**src/hdl/etdt_defines.svh**
```systemverilog
`ifndef ETDT_DEFINES_SVH
`define ETDT_DEFINES_SVH
// ==========================================================
// Register indices (byte address is four times the index)
`define ETDT_IDX_AUX_STATUS  6'h05
`define ETDT_IDX_CMD_CTRL    6'h09
`define ETDT_IDX_COUNT_NOW   6'h0C
`define ETDT_IDX_TICK_DIV    6'h2A
`define ETDT_IDX_TRIG_EN     6'h2B
`define ETDT_IDX_RELOAD      6'h2C
`define ETDT_IDX_FLAGS       6'h30
`define ETDT_IDX_SLOT_LO     6'h31
`define ETDT_IDX_AUX_SEL     6'h32
// ==========================================================
// Field positions
`define ETDT_BIT_ACTIVE      7
`define ETDT_BIT_GO          1
`define ETDT_BIT_HALT        2
`define ETDT_BIT_AUTO        5
`define ETDT_BIT_TX_FIRST    0
`define ETDT_BIT_TX_LAST     1
`define ETDT_BIT_RX_FIRST    2
`define ETDT_BIT_RX_LAST     3
`define ETDT_BIT_TIMEOUT     0
`define ETDT_BIT_SLOT_MSB    0
// ==========================================================
// Reset values and limits
`define ETDT_RST_BYTE        8'h00
`define ETDT_DIV_MAX         5'd21
// ==========================================================
// Chip clock rate and bus clock rate in kHz
`define ETDT_CHIP_KHZ        18'd13560
`define ETDT_PCLK_KHZ        18'd200000
`endif

```
**src/hdl/etdt_pkg.sv**
```systemverilog
package etdt_pkg;
	// One-hot timer states
	typedef enum logic [1:0] {
		ETDT_IDLE = 2'b01,
		ETDT_RUN  = 2'b10
	} etdt_state_t;
	// Link events, one-cycle pulses
	typedef struct packed {
		logic tx_first_bit_evt;
		logic tx_last_bit_evt;
		logic rx_first_bit_evt;
		logic rx_last_bit_evt;
	} etdt_evt_t;
	// Timer configuration snapshot
	typedef struct packed {
		logic       auto_reload_en;
		logic [4:0] tick_divider;
	} etdt_cfg_t;
endpackage

```
**src/hdl/etdt_prescaler.sv**
```systemverilog
`timescale 1ns/1ps
`default_nettype none
`include "etdt_defines.svh"
module etdt_prescaler (
	input  wire logic       pclk,     // Bus clock
	input  wire logic       presetn,  // Async reset, low
	input  wire logic       ce,       // Clock enable
	input  wire logic       restart,  // Realign divider
	input  wire logic [4:0] div,      // Power-of-two exponent
	output logic            tick      // One-cycle tick
);
	logic [17:0] acc_q, acc_d;
	logic [20:0] cnt_q, cnt_d;
	logic        tick_q, tick_d;
	logic        chip;
	logic [20:0] mask;
	logic [18:0] sum;

	// ==========================================================
	// Phase accumulator makes an exact 13.56 MHz average strobe
	always_comb begin
		sum    = {1'b0, acc_q} + {1'b0, `ETDT_CHIP_KHZ};
		chip   = (sum >= {1'b0, `ETDT_PCLK_KHZ});
		mask   = 21'(((22'h1) << div) - 22'h1);
		acc_d  = acc_q;
		cnt_d  = cnt_q;
		tick_d = tick_q;
		if (ce) begin
			acc_d  = chip ? 18'(sum - {1'b0, `ETDT_PCLK_KHZ}) : sum[17:0];
			tick_d = 1'b0;
			// Phase cleared too, else the first tick comes up to a strobe early
			if (restart) begin
				acc_d = 18'h0;
				cnt_d = 21'h0;
			end else if (chip) begin
				if (cnt_q == mask) begin
					cnt_d  = 21'h0;
					tick_d = 1'b1;
				end else begin
					cnt_d = cnt_q + 21'h1;
				end
			end
		end
	end

	// Registers only
	always_ff @(posedge pclk or negedge presetn) begin
		if (!presetn) begin
			acc_q  <= 18'h0;
			cnt_q  <= 21'h0;
			tick_q <= 1'b0;
		end else begin
			acc_q  <= acc_d;
			cnt_q  <= cnt_d;
			tick_q <= tick_d;
		end
	end

	assign tick = tick_q;
endmodule
`default_nettype wire

```
**src/hdl/etdt_top.sv**
```systemverilog
// Contract
// [RQ1] Nonzero count decrements each divided tick
// [RQ2] Tick period is two-power divider over chip
// [RQ3] Start on tx first, tx last, or go
// [RQ4] Every start loads reload value, retriggers
// [RQ5] Stop on rx events, zero, or halt
// [RQ6] Auto reload skips zero, reloads after one
// [RQ7] Config writes only matter at next start
// [RQ8] Software halt never raises timeout flag
// [RQ9] Active flag follows start and stop
// [RQ10] Current count always readable
// [RQ11] Early stop silent, reaching zero flags
// [RQ12] Timeout never touches tx or rx
// [RQ13] Slot counter after command, sends queued data
// [RQ14] Slot interval is period encoder ticks
// [RQ15] New slot period applies at restart
// [RQ16] Slot period ninth bit in aux select
// [RQ17] Software clears check append before quit
// [RQ18] Auto reload gives periodic timeout flags
// [RQ19] Flag on one-to-zero or one-to-reload
// [RQ20] Go and halt are self-clearing pulses
//
// Decided for this implementation: register access over APB.
`timescale 1ns/1ps
`default_nettype none
`include "etdt_defines.svh"
module etdt_top (
	input  wire logic              pclk,             // 200 MHz clock
	input  wire logic              presetn,          // Async reset
	input  wire logic              ce,               // Freeze when low
	input  wire logic              psel,             // APB select
	input  wire logic              penable,          // APB enable
	input  wire logic              pwrite,           // APB direction
	input  wire logic [7:0]        paddr,            // APB address
	input  wire logic [31:0]       pwdata,           // APB write data
	output logic      [31:0]       prdata,           // APB read data
	output logic                   pready,           // APB ready
	output logic                   pslverr,          // APB error
	input  wire etdt_pkg::etdt_evt_t evt,            // Link events
	input  wire logic              cmd_done,         // Command ended
	input  wire logic              fifo_has_data,    // Queue not empty
	input  wire logic              encoder_tick,     // Encoder rate
	output logic                   timeout_irq_flag, // Timeout flag
	output logic                   count_active,     // Timer running
	output logic                   slot_send         // Send request
);
	import etdt_pkg::*;

	// ==========================================================
	// Register file state
	logic [3:0]  trig_q, trig_d;
	etdt_cfg_t   cfg_q, cfg_d;
	logic [7:0]  reload_q, reload_d;
	logic [7:0]  slot_lo_q, slot_lo_d;
	logic        slot_msb_q, slot_msb_d;
	logic        go_q, go_d;
	logic        halt_q, halt_d;
	logic [31:0] prdata_q, prdata_d;
	logic        pready_q, pready_d;
	logic        pslverr_q, pslverr_d;
	logic        irq_clr;
	logic [5:0]  idx;
	logic        setup;
	logic        wr_en;

	// Timer state
	etdt_state_t state_q, state_d;
	logic [7:0]  count_q, count_d;
	logic [7:0]  run_rel_q, run_rel_d;
	etdt_cfg_t   run_cfg_q, run_cfg_d;
	logic        irq_q, irq_d;
	logic        irq_set;
	logic        restart;
	logic        tick;
	logic        running;
	logic        start_any;
	logic        stop_any;

	// Slot state
	logic        slot_on_q, slot_on_d;
	logic [8:0]  slot_cnt_q, slot_cnt_d;
	logic        send_q, send_d;
	logic [8:0]  period;

	assign idx     = paddr[7:2];
	assign setup   = psel & ~penable;
	assign wr_en   = psel & penable & pready_q & pwrite;
	assign running = (state_q == ETDT_RUN);
	assign period  = {slot_msb_q, slot_lo_q}; // see [RQ16]

	// Decode used only for the error answer; the read mux decodes the index on its own
	function automatic logic idx_mapped(input logic [5:0] i);
		if (i == `ETDT_IDX_AUX_STATUS) begin
			return 1'b1;
		end else if (i == `ETDT_IDX_CMD_CTRL) begin
			return 1'b1;
		end else if (i == `ETDT_IDX_COUNT_NOW) begin
			return 1'b1;
		end else if (i == `ETDT_IDX_TICK_DIV) begin
			return 1'b1;
		end else if (i == `ETDT_IDX_TRIG_EN) begin
			return 1'b1;
		end else if (i == `ETDT_IDX_RELOAD) begin
			return 1'b1;
		end else if (i == `ETDT_IDX_FLAGS) begin
			return 1'b1;
		end else if (i == `ETDT_IDX_SLOT_LO) begin
			return 1'b1;
		end else if (i == `ETDT_IDX_AUX_SEL) begin
			return 1'b1;
		end else begin
			return 1'b0;
		end
	endfunction

	// ==========================================================
	// APB slave: no wait state; read data come from a flop loaded in the setup cycle
	always_comb begin
		trig_d     = trig_q;
		cfg_d      = cfg_q;
		reload_d   = reload_q;
		slot_lo_d  = slot_lo_q;
		slot_msb_d = slot_msb_q;
		go_d       = go_q;
		halt_d     = halt_q;
		prdata_d   = prdata_q;
		pready_d   = pready_q;
		pslverr_d  = pslverr_q;
		irq_clr    = 1'b0;
		if (ce) begin
			go_d      = 1'b0; // see [RQ20]
			halt_d    = 1'b0; // see [RQ20]
			pready_d  = setup;
			pslverr_d = setup & ~idx_mapped(idx);
			if (setup && !pwrite) begin
				prdata_d = 32'h0;
				if (idx == `ETDT_IDX_AUX_STATUS) begin
					prdata_d[`ETDT_BIT_ACTIVE] = running; // see [RQ9]
				end else if (idx == `ETDT_IDX_COUNT_NOW) begin
					prdata_d[7:0] = count_q; // see [RQ10]
				end else if (idx == `ETDT_IDX_TICK_DIV) begin
					prdata_d[5:0] = cfg_q;
				end else if (idx == `ETDT_IDX_TRIG_EN) begin
					prdata_d[3:0] = trig_q;
				end else if (idx == `ETDT_IDX_RELOAD) begin
					prdata_d[7:0] = reload_q;
				end else if (idx == `ETDT_IDX_FLAGS) begin
					prdata_d[`ETDT_BIT_TIMEOUT] = irq_q;
				end else if (idx == `ETDT_IDX_SLOT_LO) begin
					prdata_d[7:0] = slot_lo_q;
				end else if (idx == `ETDT_IDX_AUX_SEL) begin
					prdata_d[`ETDT_BIT_SLOT_MSB] = slot_msb_q;
				end
			end
			// Writes land only in the access cycle with pready high
			if (wr_en) begin
				if (idx == `ETDT_IDX_CMD_CTRL) begin
					go_d   = pwdata[`ETDT_BIT_GO];
					halt_d = pwdata[`ETDT_BIT_HALT];
				end else if (idx == `ETDT_IDX_TICK_DIV) begin
					cfg_d = pwdata[5:0]; // see [RQ7]
				end else if (idx == `ETDT_IDX_TRIG_EN) begin
					trig_d = pwdata[3:0];
				end else if (idx == `ETDT_IDX_RELOAD) begin
					reload_d = pwdata[7:0]; // see [RQ7]
				end else if (idx == `ETDT_IDX_FLAGS) begin
					irq_clr = pwdata[`ETDT_BIT_TIMEOUT];
				end else if (idx == `ETDT_IDX_SLOT_LO) begin
					slot_lo_d = pwdata[7:0]; // see [RQ15]
				end else if (idx == `ETDT_IDX_AUX_SEL) begin
					slot_msb_d = pwdata[`ETDT_BIT_SLOT_MSB];
				end
			end
		end
	end

	always_ff @(posedge pclk or negedge presetn) begin
		if (!presetn) begin
			trig_q     <= 4'h0;
			cfg_q      <= 6'h00;
			reload_q   <= `ETDT_RST_BYTE;
			slot_lo_q  <= `ETDT_RST_BYTE;
			slot_msb_q <= 1'b0;
			go_q       <= 1'b0;
			halt_q     <= 1'b0;
			prdata_q   <= 32'h0;
			pready_q   <= 1'b0;
			pslverr_q  <= 1'b0;
		end else begin
			trig_q     <= trig_d;
			cfg_q      <= cfg_d;
			reload_q   <= reload_d;
			slot_lo_q  <= slot_lo_d;
			slot_msb_q <= slot_msb_d;
			go_q       <= go_d;
			halt_q     <= halt_d;
			prdata_q   <= prdata_d;
			pready_q   <= pready_d;
			pslverr_q  <= pslverr_d;
		end
	end

	// ==========================================================
	// Tick source; restarting it on a start gives a full first tick
	etdt_prescaler u_presc (
		.pclk    (pclk),
		.presetn (presetn),
		.ce      (ce),
		.restart (restart),
		.div     (run_cfg_q.tick_divider), // see [RQ2]
		.tick    (tick)
	);

	// Start and stop sources; link events qualified by the enable bits, go and halt always act
	assign start_any = go_q
		| (evt.tx_first_bit_evt & trig_q[`ETDT_BIT_TX_FIRST])
		| (evt.tx_last_bit_evt & trig_q[`ETDT_BIT_TX_LAST]); // see [RQ3]
	assign stop_any = halt_q
		| (evt.rx_first_bit_evt & trig_q[`ETDT_BIT_RX_FIRST])
		| (evt.rx_last_bit_evt & trig_q[`ETDT_BIT_RX_LAST]); // see [RQ5]

	// ==========================================================
	// Down-counter; while running, stops win over starts in the same cycle
	always_comb begin
		state_d   = state_q;
		count_d   = count_q;
		run_rel_d = run_rel_q;
		run_cfg_d = run_cfg_q;
		irq_set   = 1'b0;
		restart   = 1'b0;
		if (ce) begin
			case (state_q)
				ETDT_RUN: begin
					if (stop_any) begin
						state_d = ETDT_IDLE; // see [RQ5] [RQ8] [RQ11]
					end else if (start_any) begin
						count_d   = reload_q; // see [RQ4]
						run_rel_d = reload_q;
						run_cfg_d = cfg_q;
						restart   = 1'b1;
					end else if (tick) begin
						if (count_q == 8'h00) begin
							state_d = ETDT_IDLE;
						end else if (count_q == 8'h01) begin
							irq_set = 1'b1; // see [RQ19] [RQ11]
							if (run_cfg_q.auto_reload_en) begin
								count_d = run_rel_q; // see [RQ6] [RQ18]
							end else begin
								count_d = 8'h00;
								state_d = ETDT_IDLE; // see [RQ5]
							end
						end else begin
							count_d = count_q - 8'h01; // see [RQ1]
						end
					end
				end
				default: begin
					if (start_any) begin
						state_d   = ETDT_RUN; // see [RQ9]
						count_d   = reload_q; // see [RQ4]
						run_rel_d = reload_q;
						run_cfg_d = cfg_q; // see [RQ7]
						restart   = 1'b1;
					end
				end
			endcase
			if (run_cfg_d.tick_divider > `ETDT_DIV_MAX) begin
				run_cfg_d.tick_divider = `ETDT_DIV_MAX;
			end
		end
		// A set arriving with a clear is kept
		irq_d = irq_set | (irq_q & ~irq_clr);
	end

	always_ff @(posedge pclk or negedge presetn) begin
		if (!presetn) begin
			state_q   <= ETDT_IDLE;
			count_q   <= 8'h00;
			run_rel_q <= 8'h00;
			run_cfg_q <= 6'h00;
			irq_q     <= 1'b0;
		end else begin
			state_q   <= state_d;
			count_q   <= count_d;
			run_rel_q <= run_rel_d;
			run_cfg_q <= run_cfg_d;
			irq_q     <= irq_d;
		end
	end

	// ==========================================================
	// Slot period counter; runs on encoder ticks, not timer ticks
	always_comb begin
		slot_on_d  = slot_on_q;
		slot_cnt_d = slot_cnt_q;
		send_d     = send_q;
		if (ce) begin
			send_d = 1'b0;
			if (cmd_done && (period != 9'h000)) begin
				slot_on_d  = 1'b1; // see [RQ13]
				slot_cnt_d = period;
			end else if (slot_on_q && encoder_tick) begin
				if (slot_cnt_q <= 9'h001) begin
					send_d = fifo_has_data; // see [RQ13]
					if (period != 9'h000) begin
						slot_cnt_d = period; // see [RQ15] [RQ14]
					end else begin
						slot_on_d = 1'b0; // see [RQ14]
					end
				end else begin
					slot_cnt_d = slot_cnt_q - 9'h001;
				end
			end
		end
	end

	always_ff @(posedge pclk or negedge presetn) begin
		if (!presetn) begin
			slot_on_q  <= 1'b0;
			slot_cnt_q <= 9'h000;
			send_q     <= 1'b0;
		end else begin
			slot_on_q  <= slot_on_d;
			slot_cnt_q <= slot_cnt_d;
			send_q     <= send_d;
		end
	end

	// Outputs straight from flops; no path into tx or rx control
	assign prdata           = prdata_q;
	assign pready           = pready_q;
	assign pslverr          = pslverr_q;
	assign timeout_irq_flag = irq_q; // see [RQ12]
	assign count_active     = state_q[1];
	assign slot_send        = send_q;
endmodule
`default_nettype wire

```
**config.mk**
```make
export PLATFORM = sky130hd
export DESIGN_NAME = etdt_top
export DESIGN_NICKNAME = d
export VERILOG_FILES = /design/src/hdl/etdt_pkg.sv /design/src/hdl/etdt_prescaler.sv /design/src/hdl/etdt_top.sv
export VERILOG_INCLUDE_DIRS = /design/src /design/src/hdl
export SDC_FILE = /design/constraint.sdc
export NUM_CORES = 1
export LEC_CHECK = 0
export BUFFER_PORTS_ARGS = -buffer_cell sky130_fd_sc_hd__buf_2
export CAP_MARGIN = 0
export CORE_ASPECT_RATIO = 1.5
export CORE_MARGIN = 8
export CORE_UTILIZATION = 60
export DETAILED_ROUTE_END_ITERATION = 7
export GPL_ROUTABILITY_DRIVEN = 0
export PLACE_DENSITY = 0.8
export SLEW_MARGIN = 40
export SYNTH_ARGS = -nofsm -noshare
export SYNTH_HDL_FRONTEND = slang
export SYNTH_HIERARCHICAL = 1
export SYNTH_SLANG_ARGS = --single-unit
```
**constraint.sdc**
```tcl
create_clock -name pclk -period 4.95 [get_ports pclk]
set_input_delay 0.495 -clock pclk [delete_from_list [all_inputs] [get_ports pclk]]
set_output_delay 0.495 -clock pclk [all_outputs]
set_load 0.05 [all_outputs]
```
==> summary.md, run 1 <==
| Metric | Value |
|---|---|
| Synthesized instance count | `874` |
| Row count | `50` |
| Max-slew violation count | `0` |
| Top_reg_cell synth | `dfrtp_1` |
| Overall Global Routing Usage | `23.0%` |
| Synth async-reset ratio | `100%` |
| Clock Sinks | `112` |
| GRT Residual Overflow | `0` |
| P_int | `0.00196 W` |
| Finished Layout Cells | `1040` |
| Vias per cell | `6.44` |
| Final Hold Vio Count | `0` |
| CTS tree | `yes` |
| Fmax | `0.251 GHz` |
| Sequential area share after synthesis | `36.4%` |
| Gate power share | `43.0%` |
| Post-route ant nets | `0` |
| Most numerous cell in the Yosys netlist | `dfrtp_1` |
| Clock share of power | `20.7%` |
| Clk root buf | `clkbuf_16` |
| Routed WL per cell | `18.4 microns` |
| Clock-pin slew on the worst setup and hold paths | `0.07 ns` |
| Worst-case clock buffer depth | `2` |
| CP Max Fanout | `34` |
| Vias in the first global route | `6429` |
| Crit end category | `register` |
| Max-Cap Viols | `0` |
| Largest delay contributor family on the critical path | `simple AND/OR/NAND/NOR gates` |
| Max stage delay on crit path | `0.55 ns` |
| # DRC | `0` |
| Starting density of the core | `61.5%` |
| Later-pin clock latency in the skew report | `0.35 ns` |
| Die W | `108 microns` |
| Synthesized flop and latch total | `112` |
| Die H | `155 microns` |
| Antenna violations before repair | `0` |
| Top cell type's share of synthesized area | `36.1%` |
| Status | `finished clean` |
| Die area | `16800 sq um` |
| Final Instance Area | `8060 sq um` |
| Setup Total Neg Slack | `0 ns` |
| IO Count | `90` |
| Min-Delay Path Class | `primary input to async pin` |
| Cells on worst reg2reg path | `14` |
| Arr. time, crit path | `4.25 ns` |
| Core area | `12500 sq um` |
| Tmin final | `3.98 ns` |
| Pwr dens | `419 nW/um^2` |
| Startpoint Class | `register` |
| RSZ-0062 raised after global routing | `no` |
| Total number of vias | `6699` |
| DR iter-0 viols | `343` |
| Synth cell count leaders | `dfrtp_1, nand2_1, nor2_1, a21oi_1, o21ai_0` |
| Drt pass-1 iters | `5` |
| Critical path buffers and inverters | `1` |
| Filler instances | `1038` |
| CP max-delay cell | `nor2_4` |
| Post-synth EDFFs | `0` |
| Relative slew margins | `51.9%` |
| Mapped Area | `7700 sq um` |
| Setup-failing EPs final | `0` |
| Syn Area/Cell | `8.81 sq um` |
| CP Class | `register to register` |
| Final wirelength | `19100 microns` |
| PortBufs | `39` |
| # resized after CTS | `0` |
| Fin nets | `942` |
| Cell count after placement | `1023` |
| Switching Share | `41.9%` |
| Setup Skew | `0.0104 ns` |
| Psw | `0.00141 W` |
| CP Cell Sequence | `buf_4 > or3_1 > nor2_1 > nand2_1 > ha_1 > nor2_1 > a31oi_1 > o32ai_1 > xor2_1 > a2111oi_0 > and4_1 > nor2_4 > a21oi_1 > mux2i_1` |
| # Post-CTS Setup Buffers | `0` |
| H-tree levels | `3` |
| Syn. warnings | `6` |
| Top cells by area, synth | `dfrtp_1, nand2_1, mux2_2` |
| Largest net degree at the start of global routing | `80` |
| Crit path depth | `14` |
| Layout area overhead | `4.76%` |
| Share of layout cells above drive strength 1 | `14.1%` |
| Post-DP Area | `7770 sq um` |
| Flop pwr share | `36.3%` |
| Worst-Margin Slew | `0.722 ns` |
| P_leak | `3.61 nW` |
| Crit path top cell by count | `nor2_1` |
| Worst ir drop on vdd | `0.204 mV` |
| Hold_buf cts | `0` |
| Final period util | `80.4%` |
| Cell accounting for the most synthesized area | `dfrtp_1` |
| Global-route wire length before repair | `31400 microns` |
| Total CTS buffers | `9` |
| Post-synth cell types | `92` |
| Post-DP HPWL | `13800 microns` |
| Worst Path Required | `5.22 ns` |
| # diodes | `0` |
-- sequential cells by signal (all words and copies together) (netlist names), 4 cells and up --
register	count
trig_q	4
u_presc/acc_q	15
prdata	8
cfg_q	6
u_presc/cnt_q	21
reload_q	8
slot_cnt_q	9
run_rel_q	8
run_cfg_q	6
slot_lo_q	8
count_q	8
-- power groups by stage --
| stage | sequential (W) | clock (W) | combinational, W |
|---|---|---|---|
| 2_1_floorplan | 0.00117 | 0 | 0.00126 |
| 3_3_place_gp | 0.00124 | 0 | 0.00140 |
| 3_5_place_dp | 0.00124 | 0 | 0.00142 |
| 4_1_cts | 0.00122 | 0.000709 | 0.00143 |
| 5_1_grt | 0.00125 | 0.000740 | 0.00161 |
| 6_report | 0.00123 | 0.000699 | 0.00145 |
-- layer usage --
| metal | track usage (%) | vias to the layer above | wire length [microns] |
|---|---|---|---|
| met4 | 13.2 | 0 | 716 |
| met3 | 2.91 | 47 | 868 |
| met2 | 40.1 | 227 | 10100 |
| met1 | 26.1 | 3260 | 7430 |
| li1 | - | 3165 | - |
| met5 | 0 | - | 0 |
-- path summary, 6_finish.rpt --
path	from	slack, ns	end
worst max-delay path	run_cfg_q[1]$_DFFE_PN0P_	0.97	u_presc/cnt_q[9]$_DFFE_PN0P_
worst min-delay path	presetn	0.15	slot_cnt_q[1]$_DFFE_PN0P_
worst max register to register	run_cfg_q[1]$_DFFE_PN0P_	0.97	u_presc/cnt_q[9]$_DFFE_PN0P_
worst min register to register	state_q[0]$_DFFE_PN1P_	0.47	state_q[0]$_DFFE_PN1P_
max in group asynchronous	presetn	3.88	u_presc/cnt_q[13]$_DFFE_PN0P_
min in group pclk	pwdata[7]	0.39	slot_lo_q[7]$_DFFE_PN0P_
-- area by class of cell --
| type | instances | area (sq um) | area share [%] |
|---|---|---|---|
| clock buffer | 10 | 239 | 2.96 |
| clock inverter | 6 | 41.3 | 0.512 |
| inverter | 35 | 131 | 1.63 |
| multi-input combinational | 673 | 4390 | 54.4 |
| sequential | 112 | 2800 | 34.8 |
| tap | 156 | 195 | 2.42 |
| timing repair buffer | 48 | 267 | 3.30 |
-- worst register-to-register path, delay by kind of cell (launching register included) --
kind            cells  cell delay, ns
fa+ha+maj           1            0.39
compound gates      4            0.62
buf+inv             1            0.21
flops               1            0.37
simple gates        6            1.90
xor+xnor            1            0.23
mux                 1            0.17
-- layout by cell type, fill, tap and decap left out, types with 8 or more instances in the layout --
cell	n
a211oi_1	9
a21o_1	8
a21oi_1	54
a22o_1	15
a31oi_1	10
and3_1	13
buf_2	38
buf_4	8
clkbuf_16	9
conb_1	24
dfrtp_1	111
ha_1	10
inv_1	35
mux2_2	27
mux2_4	8
mux2i_1	29
nand2_1	86
nand2b_1	9
nand3_1	28
nand4_1	8
nor2_1	71
nor2b_1	10
nor3_1	27
nor4_1	11
o21ai_0	46
o21ai_1	8
o22ai_1	11
o41ai_1	8
xnor2_1	18
xor2_1	11
-- metrics by stage --
stage	total power [W]	hold slack [ns]	util (%)	worst slack [ns]
final	0.00338	0.151	64.5	0.972
after global placement	0.00264	0.458	62.1	1.09
after CTS	0.00336	0.185	64.4	1.02
after detailed placement	0.00266	0.462	62.1	1.05
after global routing	0.00360	0.207	64.5	0.702
after floorplan	0.00243	0.199	-	1.72
-- kinds of logic (layout without fill, tap and decap cells) --
logic type	count (synthesis)	in the layout	share of synthesized area [%]
other cells	1	24	0.0487
xor+xnor	29	29	3.30
fa+ha+maj	10	10	1.63
compound gates	238	238	21.1
buf+inv	112	99	7.75
mux	64	64	9.28
simple gates	308	308	20.5
flops	112	112	36.4
Note: power is estimated with default switching activity, not from simulation.
==> run 2, diff against run 1 <==
==> constraint.sdc (replaced) <==
create_clock -name pclk -period 3.85 [get_ports pclk]
set_input_delay 0.385 -clock pclk [delete_from_list [all_inputs] [get_ports pclk]]
set_output_delay 0.385 -clock pclk [all_outputs]
set_load 0.05 [all_outputs]
==> run 2 against run 1 <==
Die area did not move; design area rose by 0.62%; flip-flop and latch count did not move; critical path depth did not move; utilization rose by 0.40 points; largest cell class unchanged; highest routed layer unchanged.
==> summary.md, run 2 (synthesized netlist as in run 1, its figures left out) <==
| Metric | Value |
|---|---|
| Status | `finished clean` |
| DR iter-0 viols | `347` |
| Vias in the first global route | `6547` |
| Largest net degree at the start of global routing | `50` |
| Global-route wire length before repair | `32100 microns` |
| Commonest cells after routing, fill and taps aside | `dfrtp_1, nand2_1, nor2_1` |
| Max-slew violation count | `0` |
| Hold slack | `0.0447 ns` |
| Fmax | `0.278 GHz` |
| # DRC | `0` |
| Antenna violations before repair | `0` |
| Crit end category | `register` |
| Layout Utilization | `64.9%` |
| CP Max Fanout | `14` |
| Relative slew margins | `44.3%` |
| Worst-case clock buffer depth | `2` |
| Startpoint Class | `register` |
| Tmin final | `3.60 ns` |
| Setup Skew | `0.00683 ns` |
| Die area | `16800 sq um` |
| # Post-CTS Setup Buffers | `0` |
| Clock Sinks | `112` |
| Fin worst setup slack | `0.251 ns` |
| Setup-failing EPs final | `0` |
| PortBufs | `39` |
| RSZ-0062 raised after global routing | `no` |
| Overall Global Routing Usage | `23.5%` |
| Setup Total Neg Slack | `0 ns` |
| CTS tree | `yes` |
| Clock-pin slew on the worst setup and hold paths | `0.07 ns` |
| P_leak | `3.63 nW` |
| Starting density of the core | `61.5%` |
| Total CTS buffers | `9` |
| Max-Cap Viols | `0` |
| Final period util | `93.5%` |
| Share of layout cells above drive strength 1 | `14.5%` |
| Top flop regs | `u_presc/cnt_q (21), u_presc/acc_q (15), slot_cnt_q (9)` |
| Setup WS pre-CTS | `0.244 ns` |
| Final Hold Vio Count | `0` |
| Layout area overhead | `5.41%` |
| IO Count | `90` |
| CP Class | `register to register` |
| Core area | `12500 sq um` |
| Die H | `155 microns` |
| Reg with most FFs | `u_presc/cnt_q` |
| Drt pass-1 iters | `5` |
| Final wirelength | `19300 microns` |
| Row count | `50` |
| GRT Residual Overflow | `0` |
| Total number of vias | `6660` |
| # diodes | `0` |
| Clk root buf | `clkbuf_16` |
| Fin nets | `948` |
| Worst ir drop on vdd | `0.261 mV` |
| Min-Delay Path Class | `primary input to async pin` |
| Routed WL per cell | `18.5 microns` |
| Post-route ant nets | `0` |
| Max FFs per register | `21` |
| Post-DP HPWL | `14100 microns` |
| H-tree levels | `3` |
| Vias per cell | `6.38` |
| Worst Path Required | `4.08 ns` |
| Pwr dens | `542 nW/um^2` |
| Most common cell after layout, fill and taps aside | `dfrtp_1` |
| Worst-Margin Slew | `0.832 ns` |
| Later-pin clock latency in the skew report | `0.35 ns` |
| Die W | `108 microns` |
| Arr. time, crit path | `3.83 ns` |
run 2: repair_timing:
action	4_1_cts	5_1_grt
setup endpoints to repair	0	2
gates resized for setup	0	1
hold buffers	0	0
run 2: power breakdown:
group | leakage [nW] | switching [W] | internal, W
Clock | 0.135 | 0.000423 | 0.000502
Combinational | 2.01 | 0.00113 | 0.000759
Sequential | 1.49 | 0.000261 | 0.00133
Total | 3.63 | 0.00181 | 0.00259
run 2: final timing paths:
check,startpoint,end,slack [ns],cells past startpoint
max in group asynchronous,presetn,u_presc/acc_q[16]$_DFFE_PN0P_,2.91,2
worst max register to register,run_cfg_q[1]$_DFFE_PN0P_,u_presc/cnt_q[20]$_DFFE_PN0P_,0.25,14
worst min register to register,state_q[0]$_DFFE_PN1P_,state_q[0]$_DFFE_PN1P_,0.48,2
min in group pclk,pwdata[7],slot_lo_q[7]$_DFFE_PN0P_,0.29,2
worst max-delay path,run_cfg_q[1]$_DFFE_PN0P_,u_presc/cnt_q[20]$_DFFE_PN0P_,0.25,14
worst min-delay path,presetn,slot_cnt_q[0]$_DFFE_PN0P_,0.04,1
run 2: layout make-up:
class,count,area [sq um]
Clock inverter,4,55.1
Clock buffer,10,229
Timing Repair Buffer,54,310
Sequential cell,112,2800
Inverter,35,131
Fill cell,1061,4400
Tap cell,156,195
Multi-Input combinational cell,673,4390
run 2: through the flow:
step | cells | area (sq um) | total power [W]
floorplan | 897 | 7780 | 0.00312
global placement | 1030 | 7820 | 0.00341
detailed placement | 1030 | 7820 | 0.00345
CTS | 1044 | 8110 | 0.00439
global route | 1044 | 8110 | 0.00468
finish | 1044 | 8110 | 0.00440
run 2: metal layers:
layer / routed length (microns) / track usage, % / vias up
li1: - / - / 3155
met1: 7510 / 26.7 / 3266
met3: 878 / 3.29 / 43
met5: 0 / 0 / -
met4: 581 / 9.56 / 0
met2: 10300 / 42.4 / 196
run 2: worst max-delay path, cell delays in order, from the launching register on:
cell and delay [ns]:
dfrtp_1 0.37, or3_1 0.45, nor2_1 0.20, nand2_1 0.08, ha_1 0.35, nor2_2 0.24
a31oi_1 0.11, o32ai_1 0.31, xor2_1 0.13, a2111oi_0 0.29, and4_1 0.33, nor2_4 0.10
buf_4 0.19, a21o_1 0.16, a22o_1 0.17
